`src/design/tm0_pkg.sv`:
```
// Purpose: Shared constants for the timer0 register block and shared prescaler.
// Assumes: APB with 32-bit data, one aligned word per register.
// Notes: Register offsets are byte addresses.
package tm0_pkg;

	// Register byte offsets
	localparam logic [7:0] OFS_COUNT = 8'h00;
	localparam logic [7:0] OFS_COMPARE = 8'h04;
	localparam logic [7:0] OFS_ENABLES = 8'h08;
	localparam logic [7:0] OFS_FLAGS = 8'h0C;
	localparam logic [7:0] OFS_SFR = 8'h10;
	localparam logic [7:0] OFS_CONTROL = 8'h14;

	// Values after reset
	localparam logic [7:0] RST_COUNT = 8'h00;
	localparam logic [7:0] RST_COMPARE = 8'h00;
	localparam logic [1:0] RST_ENABLES = 2'h0;
	localparam logic [1:0] RST_FLAGS = 2'h0;
	localparam logic [2:0] RST_CLK_SEL = 3'h0;
	localparam logic [9:0] RST_PRESCALE = 10'h000;

	// Field positions
	localparam int BIT_OVF = 0;
	localparam int BIT_CMP = 1;
	localparam int BIT_PRESCALER_RESET = 0;
	localparam int CTL_T0_SEL_LSB = 0;
	localparam int CTL_T1_SEL_LSB = 4;
	localparam int CTL_PHASE_CORRECT = 8;
	localparam int CTL_GLOBAL_IRQ = 9;

	// Counter limits
	localparam logic [7:0] COUNT_BOTTOM = 8'h00;
	localparam logic [7:0] COUNT_MAX = 8'hFF;

	// Prescaler tap widths (log2 of divisor)
	localparam int TAP8_BITS = 3;
	localparam int TAP64_BITS = 6;
	localparam int TAP256_BITS = 8;
	localparam int TAP1024_BITS = 10;

	// Clock select codes
	typedef enum logic [2:0] {
		CS_STOP = 3'h0,
		CS_DIRECT = 3'h1,
		CS_DIV8 = 3'h2,
		CS_DIV64 = 3'h3,
		CS_DIV256 = 3'h4,
		CS_DIV1024 = 3'h5,
		CS_EXT_FALL = 3'h6,
		CS_EXT_RISE = 3'h7
	} tm0_clk_sel_t;

	typedef enum logic {
		DIR_UP = 1'b0,
		DIR_DOWN = 1'b1
	} tm0_dir_t;

endpackage

```
`src/design/tm0_prescaler.sv`:
```
// Purpose: Free-running 10-bit prescaler shared by both timers.
// Assumes: One clock, synchronous restart strobe.
// Notes: Tap pulses are one cycle wide, one per divisor period.
`timescale 1ns/1ps
`default_nettype none
module tm0_prescaler
	import tm0_pkg::*;
(
	input wire logic pclk,
	input wire logic presetn,
	input wire logic restart,
	output logic tick_div8,
	output logic tick_div64,
	output logic tick_div256,
	output logic tick_div1024
);

	logic [9:0] count_ff;
	logic [9:0] nxt_count;

	// Runs regardless of any clock select; only restart touches it
	assign nxt_count = restart ? RST_PRESCALE : count_ff + 10'h001;

	always_ff @(posedge pclk or negedge presetn) begin
		if (!presetn) begin
			count_ff <= RST_PRESCALE;
		end else begin
			count_ff <= nxt_count;
		end
	end

	assign tick_div8 = &count_ff[TAP8_BITS-1:0];
	assign tick_div64 = &count_ff[TAP64_BITS-1:0];
	assign tick_div256 = &count_ff[TAP256_BITS-1:0];
	assign tick_div1024 = &count_ff[TAP1024_BITS-1:0];

endmodule
`default_nettype wire

```
`src/design/tm0_pin_edge.sv`:
```
// Purpose: Synchroniser and edge detector for the external count pin.
// Assumes: Pin is asynchronous to pclk.
// Notes: Pulses are one pclk cycle, combinational from flops.
`timescale 1ns/1ps
`default_nettype none
module tm0_pin_edge (
	input wire logic pclk,
	input wire logic presetn,
	input wire logic pin_async,
	output logic rise_pulse,
	output logic fall_pulse
);

	logic meta_ff;
	logic sync_ff;
	logic prev_ff;

	// Stands in for the transparent latch plus sampling flop
	always_ff @(posedge pclk or negedge presetn) begin
		if (!presetn) begin
			meta_ff <= 1'b0;
			sync_ff <= 1'b0;
			prev_ff <= 1'b0;
		end else begin
			meta_ff <= pin_async;
			sync_ff <= meta_ff;
			prev_ff <= sync_ff;
		end
	end

	assign rise_pulse = sync_ff & ~prev_ff;
	assign fall_pulse = ~sync_ff & prev_ff;

endmodule
`default_nettype wire

```
`src/design/tm0_timer_regs.sv`:
```
// Purpose: Timer0 counter, compare, flags, enables and clock select over APB.
// Assumes: APB slave, 32-bit data, byte addresses, one wait state per access.
// Notes: Second timer only receives its selected tick (direct, shared prescaler tap or pin edge).
//
// The APB slave port and the address map are this design's own decisions.
`timescale 1ns/1ps
`default_nettype none
module tm0_timer_regs
	import tm0_pkg::*;
(
	input wire logic pclk,
	input wire logic presetn,
	input wire logic psel,
	input wire logic penable,
	input wire logic pwrite,
	input wire logic [7:0] paddr,
	input wire logic [31:0] pwdata,
	output logic [31:0] prdata,
	output logic pready,
	output logic pslverr,
	input wire logic external_count_pin,
	input wire logic compare_vector_ack,
	input wire logic overflow_vector_ack,
	output logic compare_irq_req,
	output logic overflow_irq_req,
	output logic compare_match_pulse,
	output logic timer_count_tick,
	output logic timer1_tick
);

	// Register state
	logic [7:0] count_ff;
	logic [7:0] compare_ff;
	logic [1:0] enables_ff;
	logic [1:0] flags_ff;
	logic [2:0] t0_sel_ff;
	logic [2:0] t1_sel_ff;
	logic phase_correct_ff;
	logic global_irq_ff;
	tm0_dir_t dir_ff;
	logic block_match_ff;
	logic prescaler_reset_ff;

	// Bus state
	logic pready_ff;
	logic pslverr_ff;
	logic [31:0] prdata_ff;

	// Output flops
	logic compare_irq_ff;
	logic overflow_irq_ff;
	logic match_pulse_ff;
	logic tick_ff;
	logic t1_tick_ff;

	// Next values
	logic [7:0] nxt_count;
	tm0_dir_t nxt_dir;
	logic [1:0] nxt_flags;
	logic nxt_block_match;

	// Tap and pin pulses
	logic tick_div8;
	logic tick_div64;
	logic tick_div256;
	logic tick_div1024;
	logic pin_rise;
	logic pin_fall;

	// Tick selection, shared by both timers
	function automatic logic sel_tick(
		input logic [2:0] sel,
		input logic d8,
		input logic d64,
		input logic d256,
		input logic d1024,
		input logic rise,
		input logic fall
	);
		logic t;
		t = 1'b0;
		case (sel)
			CS_STOP: t = 1'b0;
			CS_DIRECT: t = 1'b1;
			CS_DIV8: t = d8;
			CS_DIV64: t = d64;
			CS_DIV256: t = d256;
			CS_DIV1024: t = d1024;
			CS_EXT_FALL: t = fall;
			CS_EXT_RISE: t = rise;
			default: t = 1'b0;
		endcase
		return t;
	endfunction

	tm0_prescaler u_prescaler (
		.pclk(pclk),
		.presetn(presetn),
		.restart(prescaler_reset_ff),
		.tick_div8(tick_div8),
		.tick_div64(tick_div64),
		.tick_div256(tick_div256),
		.tick_div1024(tick_div1024)
	);

	// two-flop sample, roughly three cycles to count
	tm0_pin_edge u_pin_edge (
		.pclk(pclk),
		.presetn(presetn),
		.pin_async(external_count_pin),
		.rise_pulse(pin_rise),
		.fall_pulse(pin_fall)
	);

	// Bus decode
	wire access_done = psel & penable & pready_ff;
	wire wr_done = access_done & pwrite;
	wire hit_count = (paddr == OFS_COUNT);
	wire hit_compare = (paddr == OFS_COMPARE);
	wire hit_enables = (paddr == OFS_ENABLES);
	wire hit_flags = (paddr == OFS_FLAGS);
	wire hit_sfr = (paddr == OFS_SFR);
	wire hit_control = (paddr == OFS_CONTROL);
	wire hit_any = hit_count | hit_compare | hit_enables | hit_flags | hit_sfr | hit_control;
	wire wr_count = wr_done & hit_count;
	wire wr_compare = wr_done & hit_compare;
	wire wr_enables = wr_done & hit_enables;
	wire wr_flags = wr_done & hit_flags;
	wire wr_sfr = wr_done & hit_sfr;
	wire wr_control = wr_done & hit_control;

	// taps come from the free counter, phase not aligned to enable
	wire t0_tick = sel_tick(t0_sel_ff, tick_div8, tick_div64, tick_div256,
		tick_div1024, pin_rise, pin_fall);
	wire t1_tick = sel_tick(t1_sel_ff, tick_div8, tick_div64, tick_div256,
		tick_div1024, pin_rise, pin_fall);

	wire count_equal = (count_ff == compare_ff);
	wire cmp_event = t0_tick & count_equal & ~block_match_ff;

	// Counting direction; phase-correct turns at the ends
	wire at_max = (count_ff == COUNT_MAX);
	wire at_bottom = (count_ff == COUNT_BOTTOM);
	// overflow on wrap, or on turn at bottom in phase-correct
	wire ovf_event = t0_tick & (phase_correct_ff ?
		(at_bottom & (dir_ff == DIR_DOWN)) : at_max);

	// tick used as single-cycle count enable
	always_comb begin
		nxt_count = count_ff;
		nxt_dir = dir_ff;
		if (t0_tick) begin
			if (phase_correct_ff) begin
				if (dir_ff == DIR_UP) begin
					if (at_max) begin
						nxt_dir = DIR_DOWN;
						nxt_count = count_ff - 8'h01;
					end else begin
						nxt_count = count_ff + 8'h01;
					end
				end else begin
					if (at_bottom) begin
						nxt_dir = DIR_UP;
						nxt_count = count_ff + 8'h01;
					end else begin
						nxt_count = count_ff - 8'h01;
					end
				end
			end else begin
				nxt_dir = DIR_UP;
				nxt_count = count_ff + 8'h01;
			end
		end
		// software write wins over a tick
		if (wr_count) begin
			nxt_count = pwdata[7:0];
		end
	end

	// block held until the next timer tick
	always_comb begin
		nxt_block_match = block_match_ff;
		if (t0_tick) begin
			nxt_block_match = 1'b0;
		end
		if (wr_count) begin
			nxt_block_match = 1'b1;
		end
	end

	// Flags: hardware set wins over any clear in the same cycle
	always_comb begin
		nxt_flags = flags_ff;
		if (wr_flags) begin
			nxt_flags = nxt_flags & ~pwdata[1:0];
		end
		if (compare_vector_ack) begin
			nxt_flags[BIT_CMP] = 1'b0;
		end
		if (overflow_vector_ack) begin
			nxt_flags[BIT_OVF] = 1'b0;
		end
		if (cmp_event) begin
			nxt_flags[BIT_CMP] = 1'b1;
		end
		if (ovf_event) begin
			nxt_flags[BIT_OVF] = 1'b1;
		end
	end

	// Read mux
	wire [31:0] rd_count = {24'h00_0000, count_ff};
	wire [31:0] rd_compare = {24'h00_0000, compare_ff};
	wire [31:0] rd_enables = {30'h0000_0000, enables_ff};
	wire [31:0] rd_flags = {30'h0000_0000, flags_ff};
	wire [31:0] rd_control = {22'h00_0000, global_irq_ff, phase_correct_ff,
		1'b0, t1_sel_ff, 1'b0, t0_sel_ff};
	// prescaler reset bit always reads zero
	wire [31:0] rd_data = hit_count ? rd_count :
		hit_compare ? rd_compare :
		hit_enables ? rd_enables :
		hit_flags ? rd_flags :
		hit_control ? rd_control : 32'h0000_0000;

	// One wait state: ready rises in the second access cycle
	always_ff @(posedge pclk or negedge presetn) begin
		if (!presetn) begin
			pready_ff <= 1'b0;
			pslverr_ff <= 1'b0;
			prdata_ff <= 32'h0000_0000;
		end else begin
			pready_ff <= psel & penable & ~pready_ff;
			pslverr_ff <= psel & penable & ~pready_ff & ~hit_any;
			if (psel & penable & ~pready_ff & ~pwrite) begin
				prdata_ff <= rd_data;
			end
		end
	end

	always_ff @(posedge pclk or negedge presetn) begin
		if (!presetn) begin
			count_ff <= RST_COUNT;
			dir_ff <= DIR_UP;
			block_match_ff <= 1'b0;
			flags_ff <= RST_FLAGS;
		end else begin
			count_ff <= nxt_count;
			dir_ff <= nxt_dir;
			block_match_ff <= nxt_block_match;
			flags_ff <= nxt_flags;
		end
	end

	always_ff @(posedge pclk or negedge presetn) begin
		if (!presetn) begin
			compare_ff <= RST_COMPARE;
			enables_ff <= RST_ENABLES;
		end else begin
			if (wr_compare) begin
				compare_ff <= pwdata[7:0];
			end
			if (wr_enables) begin
				enables_ff <= pwdata[1:0];
			end
		end
	end

	// Clock select and mode bits; a switch to external is safe only on a stable pin
	always_ff @(posedge pclk or negedge presetn) begin
		if (!presetn) begin
			t0_sel_ff <= RST_CLK_SEL;
			t1_sel_ff <= RST_CLK_SEL;
			phase_correct_ff <= 1'b0;
			global_irq_ff <= 1'b0;
		end else if (wr_control) begin
			t0_sel_ff <= pwdata[CTL_T0_SEL_LSB +: 3];
			t1_sel_ff <= pwdata[CTL_T1_SEL_LSB +: 3];
			phase_correct_ff <= pwdata[CTL_PHASE_CORRECT];
			global_irq_ff <= pwdata[CTL_GLOBAL_IRQ];
		end
	end

	// write-one strobe, self-clearing after one cycle
	always_ff @(posedge pclk or negedge presetn) begin
		if (!presetn) begin
			prescaler_reset_ff <= 1'b0;
		end else begin
			prescaler_reset_ff <= wr_sfr & pwdata[BIT_PRESCALER_RESET];
		end
	end

	// Request outputs follow flags one cycle later
	always_ff @(posedge pclk or negedge presetn) begin
		if (!presetn) begin
			compare_irq_ff <= 1'b0;
			overflow_irq_ff <= 1'b0;
			match_pulse_ff <= 1'b0;
			tick_ff <= 1'b0;
			t1_tick_ff <= 1'b0;
		end else begin
			compare_irq_ff <= enables_ff[BIT_CMP] & global_irq_ff & flags_ff[BIT_CMP];
			overflow_irq_ff <= enables_ff[BIT_OVF] & global_irq_ff & flags_ff[BIT_OVF];
			// match pulse for the waveform unit
			match_pulse_ff <= cmp_event;
			tick_ff <= t0_tick;
			t1_tick_ff <= t1_tick;
		end
	end

	assign prdata = prdata_ff;
	assign pready = pready_ff;
	assign pslverr = pslverr_ff;
	assign compare_irq_req = compare_irq_ff;
	assign overflow_irq_req = overflow_irq_ff;
	assign compare_match_pulse = match_pulse_ff;
	assign timer_count_tick = tick_ff;
	assign timer1_tick = t1_tick_ff;

endmodule
`default_nettype wire

```
`config.mk`:
```
export PLATFORM = sky130hd
export DESIGN_NAME = tm0_timer_regs
export DESIGN_NICKNAME = d
export VERILOG_FILES = /design/src/design/tm0_pkg.sv /design/src/design/tm0_prescaler.sv /design/src/design/tm0_pin_edge.sv /design/src/design/tm0_timer_regs.sv
export SDC_FILE = /design/constraint.sdc
export NUM_CORES = 1
export LEC_CHECK = 0
export BUFFER_PORTS_ARGS = -buffer_cell sky130_fd_sc_hd__buf_4
export CORE_UTILIZATION = 25
export DETAILED_ROUTE_END_ITERATION = 8
export PLACE_DENSITY = 0.42
export RECOVER_POWER = 50
export SKIP_CTS_REPAIR_TIMING = 1
export SLEW_MARGIN = 20
export SYNTH_ARGS = -nofsm -noshare
export SYNTH_HDL_FRONTEND = slang
export SYNTH_HIERARCHICAL = 1
export SYNTH_SLANG_ARGS = --single-unit
```
`constraint.sdc`:
```
create_clock -name pclk -period 6.9 [get_ports pclk]
set_clock_uncertainty 0.15 [all_clocks]
set_input_delay 0.69 -clock pclk [delete_from_list [all_inputs] [get_ports pclk]]
set_output_delay 0.69 -clock pclk [all_outputs]
set_load 0.01 [all_outputs]
```
==> results of run 1 <==
[power groups by stage]
stage	logic (uW)	clock network (uW)	registers, uW
after detailed placement	138	0	434
after floorplan	102	0	422
after CTS	139	423	428
after global placement	137	0	433
final	137	412	428
after global routing	153	442	434
[kinds of logic (layout without fill, tap and decap cells)]
kind of cell / count (synthesis) / count (layout) / share of synthesized area, %
fa+ha+maj: 5 / 5 / 1.83
flops: 61 / 61 / 44.8
mux: 26 / 26 / 8.44
buf+inv: 48 / 64 / 8.40
simple gates: 119 / 119 / 19.9
other cells: 1 / 22 / 0.110
xor+xnor: 16 / 16 / 4.11
compound gates: 63 / 63 / 12.4
[flip-flops by register name, summed over array words and instances (netlist names), 2 cells and up]
register,flops
u_prescaler/count_ff,10
t1_sel_ff,3
compare_ff,8
t0_sel_ff,3
flags_ff,2
prdata,10
count_ff,8
enables_ff,2
[routing by layer]
layer	vias to the layer above	routed length (um)
met3	9	253
met4	0	133
met5	-	0
met1	1252	3900
met2	53	3990
li1	1234	-
[final cells by class]
type                            count  area [um2]
Clock buffer                       12         256
Clock inverter                      2        10.0
Fill cell                        1380        9260
Inverter                            8        30.0
Multi-Input combinational cell    251        1680
Sequential cell                    61        1530
Tap cell                          176         220
Timing Repair Buffer               42         312
[metrics by stage]
step / instances / utilization (%) / setup WS, ns
2_1_floorplan: 360 / - / 4.39
3_3_place_gp: 538 / 28.4 / 3.79
3_5_place_dp: 538 / 28.4 / 3.78
4_1_cts: 552 / 30.4 / 3.88
5_1_grt: 552 / 30.4 / 2.43
6_report: 552 / 30.4 / 3.25
[final timing paths]
| check | start | end | slack [ns] | cells past startpoint |
|---|---|---|---|---|
| setup / recovery | presetn | prdata[3] | 3.25 | 1 |
| hold / removal | u_pin_edge/meta_ff | u_pin_edge/sync_ff | 0.21 | 0 |
| setup reg to reg | u_prescaler/count_ff[0] | count_ff[2] | 3.93 | 10 |
| hold reg to reg | u_pin_edge/meta_ff | u_pin_edge/sync_ff | 0.21 | 0 |
| max in group pclk | u_prescaler/count_ff[0] | count_ff[2] | 3.93 | 10 |
| min in group asynchronous | presetn | u_pin_edge/meta_ff | 1.40 | 1 |
[cells in the final DEF, fill, tap and decap left out, drive strengths merged, types with 5 or more instances in the layout]
master,instances
conb,22
buf,39
dfrtp,61
mux2,22
nor3,7
nor2b,10
nand2,24
ha,5
nor2,29
nand3,13
xnor2,7
o21ai,9
clkbuf,15
and3,7
a21oi,23
xor2,9
inv,8
[synthesized netlist by cell type, types with 7 or more instances]
| cell | n | share of area, % |
|---|---|---|
| sky130_fd_sc_hd__dfrtp_1 | 61 | 45 |
| sky130_fd_sc_hd__xnor2_1 | 7 | 1.8 |
| sky130_fd_sc_hd__nor2b_1 | 10 | 1.8 |
| sky130_fd_sc_hd__buf_4 | 24 | 5.3 |
| sky130_fd_sc_hd__xor2_1 | 9 | 2.3 |
| sky130_fd_sc_hd__mux2_1 | 16 | 5.3 |
| sky130_fd_sc_hd__inv_1 | 7 | 0.77 |
| sky130_fd_sc_hd__a21oi_1 | 22 | 3.2 |
| sky130_fd_sc_hd__nor2_1 | 29 | 3.2 |
| sky130_fd_sc_hd__buf_2 | 7 | 1.0 |
| sky130_fd_sc_hd__clkbuf_1 | 8 | 0.88 |
| sky130_fd_sc_hd__nand3_1 | 13 | 1.9 |
| sky130_fd_sc_hd__o21ai_0 | 9 | 1.3 |
| sky130_fd_sc_hd__nand2_1 | 23 | 2.5 |
==> key figures, run 1 <==
Floorplan
  • Die height: 119 um
  • I/O pin cnt: 87
  • Area of the core: around 0.013 mm2
  • Cell row count: 42
  • Area of the die: between 0.01 and 0.015 mm2
  • Die Span X: 119 um
  • Starting density of the core: 25.6%

CTS
  • Clock input transition at the sequential cells of the worst setup and hold paths: ~0.05 ns
  • Later-pin clock latency in the skew report: 0.33 ns
  • CTS Root Cell: sky130_fd_sc_hd__clkbuf_16
  • # H-tree levels: 3
  • Clock buffer depth: 2
  • Number of clock buffers inserted by TritonCTS: 9
  • TritonCTS clock tree: done
  • Num Clock Sinks: slightly above 60

Detailed routing
  • DRC violation count after routing: 0
  • Via density per instance: 4.62
  • Vias: 2,548
  • Router iterations before antenna repair: 6
  • DRT antenna net count: 0
  • Post-detailed-routing wire length: 8.28 mm
  • Number of violations reported at the end of detailed-routing iteration 0: 135
  • Routed wirelength normalized by instance count: 15.0 um

Logic synthesis
  • Main flop type after synthesis: sky130_fd_sc_hd__dfrtp_1
  • Library cells used by synthesis: 62
  • Synth Cell Area: around 0.0034 mm2
  • Share of flip-flops with an asynchronous set or reset after synthesis: 100%
  • Synth Instances: 339
  • Sequential area share after synthesis: around 45%
  • Number of synthesized flops with an enable pin: 0
  • Synthesized flop and latch total: 61
  • Synth Warn #: 6
  • Mean Syn Cell Area: ~10 um2

Pwr
  • Switching part of the total: roughly 27%
  • Gate power share: 14.0%
  • Pwr per Cell Area: 242 mW/mm2
  • Switching power of the nets: between 200 and 300 uW
  • Highest ir drop seen on vdd: 99.5 uV
  • Clk network pwr share: 42.2%
  • Internal power: 712 uW
  • Leak Pwr: 0.00182 uW
  • Post-layout total power: 977 uW
  • Sequential share of power: roughly 44%

Flow run
  • Reported max-cap violation count: 1

Layout
  • Post-synthesis to final-layout area growth: 18.3%
  • Layout cells sized above 1: 21.0%
  • Final non-filler cell area: 0.00404 mm2
  • Final-stage net count: 426
  • Inserted Diodes: 0

Global route
  • Maximum number of pins on one net before global-route repair: 62
  • Grt total ovfl: 0
  • Via count of the first global-routing pass: 2,461
  • Antenna violations before repair: 0
  • GR Util All Layers: 12.6%
  • Wire length of the first global-routing pass: 13.4 mm
  • Met2 Use GR: 19.6%
  • Busiest layer in global routing: met2
  • GR met1 Demand/Resource: 16.4%
  • Global Route met3 Usage: around 3%

Placement
  • Placed standard-cell area: between 0.003 and 0.004 mm2
  • Buffers on Ports: 42
  • Final HPWL DP: 5.88 mm
  • Final GP Congestion: slightly above 0.8

Worst setup path
  • Crit path buffers/inverters: 1
  • Type of the setup path with the least slack: in2async
  • Top Family by Delay on Critical Path: buffers and inverters
  • Maximum net fanout on the critical path: between 60 and 70
  • Maximum cell stage delay along the critical path: 2.41 ns
  • CP Launch Type: input port
  • Standard cell with the maximum stage delay on the critical path: sky130_fd_sc_hd__clkbuf_1
  • Worst path cell trace: clkbuf_1
  • Data arrival time of the critical path: 3.14 ns
  • Worst endpoint required time: 6.39 ns
  • Crit end category: asynchronous set/reset pin

Run status
  • Violations in the final reports: max-capacitance violations, max-slew violations
  • Result of the run: finished with violations

Timing
  • Number of setup violations in the final report: 0
  • Max transition margin: -132%
  • Final Cycle Share: 53.0%
  • Actual transition at the worst max-transition pin: 3.48 ns
  • Total negative slack: 0 ns
  • Final Hold Slack: 0.208 ns
  • Timing-limited maximum frequency: 274 MHz
  • Final max-slew violation count: 62
  • Count of endpoints failing hold in the final timing report: 0
  • Post-layout minimum cycle time: 3.65 ns
  • Setup repair after global routing missed its margin: false

Hold path
  • Type of the tightest min-delay check: reg2reg
No activity file was read; power rests on OpenSTA's default activity.
==> inputs of run 2 (changes only) <==
--- a/config.mk
+++ b/config.mk
@@ -8,7 +8,7 @@
 export BUFFER_PORTS_ARGS = -buffer_cell sky130_fd_sc_hd__buf_4
 export CORE_UTILIZATION = 25
 export DETAILED_ROUTE_END_ITERATION = 8
-export PLACE_DENSITY = 0.42
+export PLACE_DENSITY = 0.43
 export RECOVER_POWER = 50
 export SKIP_CTS_REPAIR_TIMING = 1
 export SLEW_MARGIN = 20
==> constraint.sdc (replaced) <==
create_clock -name pclk -period 3.3 [get_ports pclk]
set_clock_uncertainty 0.15 [all_clocks]
set_input_delay 0.33 -clock pclk [delete_from_list [all_inputs] [get_ports pclk]]
set_output_delay 0.33 -clock pclk [all_outputs]
set_load 0.01 [all_outputs]
==> run 2 against run 1 <==
Compared with the run above: the flow still finishes with violations (max-capacitance violations, max-slew violations); flip-flop and latch count unchanged; cell count up 1.3%; register-to-register slack worse by 3.4 ns; count of clock-buffer cells in the layout down 3; clock power up 120%; largest cell class unchanged; highest routed layer unchanged.
==> key figures, run 2 (synthesis results as in run 1) <==
Floorplan
  • I/O pin cnt: 87
  • Cell row count: between 40 and 50
  • Area of the core: about 0.013 mm2
  • Die Span X: 119 um
  • Die height: ~120 um
  • Starting density of the core: 25.6%
  • Area of the die: 0.0141 mm2

Worst setup path
  • Standard cell with the maximum stage delay on the critical path: sky130_fd_sc_hd__dfrtp_1
  • Worst path cell trace: ha_1 -> and4_2 -> and4_1 -> mux2_2 -> a221oi_1 -> a21o_1 -> buf_4 -> nor2_1 -> a22o_1 -> a21oi_1
  • CP Launch Type: register
  • Worst endpoint required time: roughly 3.4 ns
  • Data arrival time of the critical path: 2.86 ns
  • Crit Reg-Reg Startpoint: u_prescaler/count_ff[0]
  • Maximum net fanout on the critical path: 8
  • Flop2flop setup slack: 0.55 ns
  • R2r endpoint: count_ff[7]
  • Critical path startpoint: u_prescaler/count_ff[0]
  • Maximum cell stage delay along the critical path: approximately 0.43 ns
  • Type of the setup path with the least slack: reg2reg
  • Depth of the worst register-to-register path: 10
  • Crit end category: register
  • Capture point of the worst path: count_ff[7]

Detailed routing
  • Max layer used: met4
  • Routed met2 length: approximately 4.0 mm
  • Post-detailed-routing wire length: around 8.4 mm
  • Via density per instance: 4.62
  • Met1 wire length: 3.94 mm
  • DRC violation count after routing: 0
  • Vias: 2,584
  • Routed wirelength normalized by instance count: around 15 um
  • Routed length on met3: 301 um
  • Router iterations before antenna repair: 4
  • Number of violations reported at the end of detailed-routing iteration 0: 177
  • DRT antenna net count: 0

Flow run
  • Reported max-cap violation count: 1

Layout
  • Post-synthesis to final-layout area growth: 20.3%
  • Layout cells sized above 1: 22.7%
  • Area of all sequential standard cells: 0.00153 mm2
  • Fill cell total of the finished layout: 1,422
  • Leading cell type in the layout, fill and taps excluded: sky130_fd_sc_hd__dfrtp_1
  • Non-filler instance count after layout: roughly 560
  • Inserted Diodes: 0
  • Commonest cells after routing, fill and taps aside: sky130_fd_sc_hd__dfrtp_1 (61), sky130_fd_sc_hd__buf_4 (44), sky130_fd_sc_hd__nor2_1 (29), sky130_fd_sc_hd__nand2_1 (23)
  • Final-stage net count: 431
  • Area occupied by multi-input gates: between 0.0015 and 0.002 mm2

Hold path
  • Startpoint of the most critical hold path: paddr[5]
  • WHS Path Cells: 2
  • Type of the tightest min-delay check: in2reg

CTS
  • Later-pin clock latency in the skew report: 0.33 ns
  • Num Clock Sinks: 61
  • Number of clock buffers inserted by TritonCTS: 9
  • TritonCTS clock tree: done
  • Clock input transition at the sequential cells of the worst setup and hold paths: about 0.06 ns
  • CTS Root Cell: sky130_fd_sc_hd__clkbuf_16
  • # H-tree levels: 3
  • Clock buffer depth: 2

Global route
  • Via count of the first global-routing pass: 2,569
  • Grt total ovfl: 0
  • GR Util All Layers: 12.8%
  • Wire length of the first global-routing pass: around 14 mm
  • Maximum number of pins on one net before global-route repair: 62
  • Antenna violations before repair: 0

Timing
  • Post-layout minimum cycle time: 2.75 ns
  • Max transition margin: -7.05%
  • Actual transition at the worst max-transition pin: 1.61 ns
  • Setup repair after global routing missed its margin: false
  • Total negative slack: 0 ns
  • Number of setup violations in the final report: 0
  • Count of endpoints failing hold in the final timing report: 0
  • Final max-slew violation count: 62
  • Timing-limited maximum frequency: between 300 and 400 MHz
  • Final Cycle Share: 83.4%

Placement
  • Final HPWL DP: 5.99 mm
  • Final GP Congestion: roughly 0.84
  • Buffers on Ports: 42
  • # placed instances: 542

Pwr
  • Pwr per Cell Area: 513 mW/mm2
  • Leak Pwr: 0.00185 uW
  • Highest ir drop seen on vdd: 254 uV
  • Post-layout total power: 2100 uW

Run status
  • Result of the run: finished with violations
  • Violations in the final reports: max-capacitance violations, max-slew violations
==> run 2: changes by cell type in the layout (fill, tap and decap cells not counted) <==
| cell | delta |
|---|---|
| sky130_fd_sc_hd__clkinv_2 | +2 |
| sky130_fd_sc_hd__clkinv_4 | +1 |
| sky130_fd_sc_hd__dlygate4sd3_1 | +1 |
| sky130_fd_sc_hd__clkinvlp_4 | +1 |
| sky130_fd_sc_hd__buf_4 | +5 |
| sky130_fd_sc_hd__clkbuf_1 | -2 |
| sky130_fd_sc_hd__clkbuf_8 | -2 |
| sky130_fd_sc_hd__bufinv_16 | +1 |
| sky130_fd_sc_hd__clkbuf_4 | -1 |
| sky130_fd_sc_hd__clkbuf_2 | +1 |
==> run 2: area by class of cell <==
type,instances,share of cell area [%]
Inverter,8,0.732
Tap cell,176,5.37
Timing Repair Buffer,47,8.60
Clock inverter,7,1.62
Clock buffer,9,5.49
Sequential cell,61,37.2
Multi-Input combinational cell,251,41.0
==> run 2: routing by layer <==
metal,vias to the layer above,global-route usage [%]
met5,-,0
met1,1260,16.0
li1,1250,-
met4,0,5.70
met2,60,20.5
met3,14,3.43
==> run 2: stage by stage <==
step                worst slack [ns]  instance area, um2  util (%)  hold WS, ns
finish                         0.548                4100      30.8       0.0659
global route                   0.368                4100      30.8       0.0578
CTS                            0.536                4090      30.8      -0.0523
detailed placement             0.549                3800      28.6        0.196
global placement               0.552                3800      28.6        0.200
floorplan                      0.849                3490         -       -0.116
==> run 2: critical path, delay by kind of cell (launching register included) <==
kind | cells | cell delay [ns]
AO/OA/AOI/OAI | 4 | 0.87
AND/OR/NAND/NOR | 3 | 0.49
flip-flops | 1 | 0.43
multiplexers | 1 | 0.27
adder cells (fa/ha/maj) | 1 | 0.25
buffers and inverters | 1 | 0.22
==> run 2: power by group <==
group / switching [uW] / internal [uW] / leakage [uW]
Sequential: 82.2 / 811 / 0.000771
Combinational: 147 / 140 / 0.000938
Clock: 344 / 579 / 0.000145
Total: 573 / 1530 / 0.00185
==> run 2: worst min path at each step <==
stage	to	slack, ns
2_1_floorplan	block_match_ff	-0.12
3_3_place_gp	u_pin_edge/sync_ff	0.20
3_5_place_dp	u_pin_edge/sync_ff	0.20
4_1_cts	u_pin_edge/meta_ff	-0.05
5_1_grt	compare_ff[7]	0.06
6_report	prescaler_reset_ff	0.07
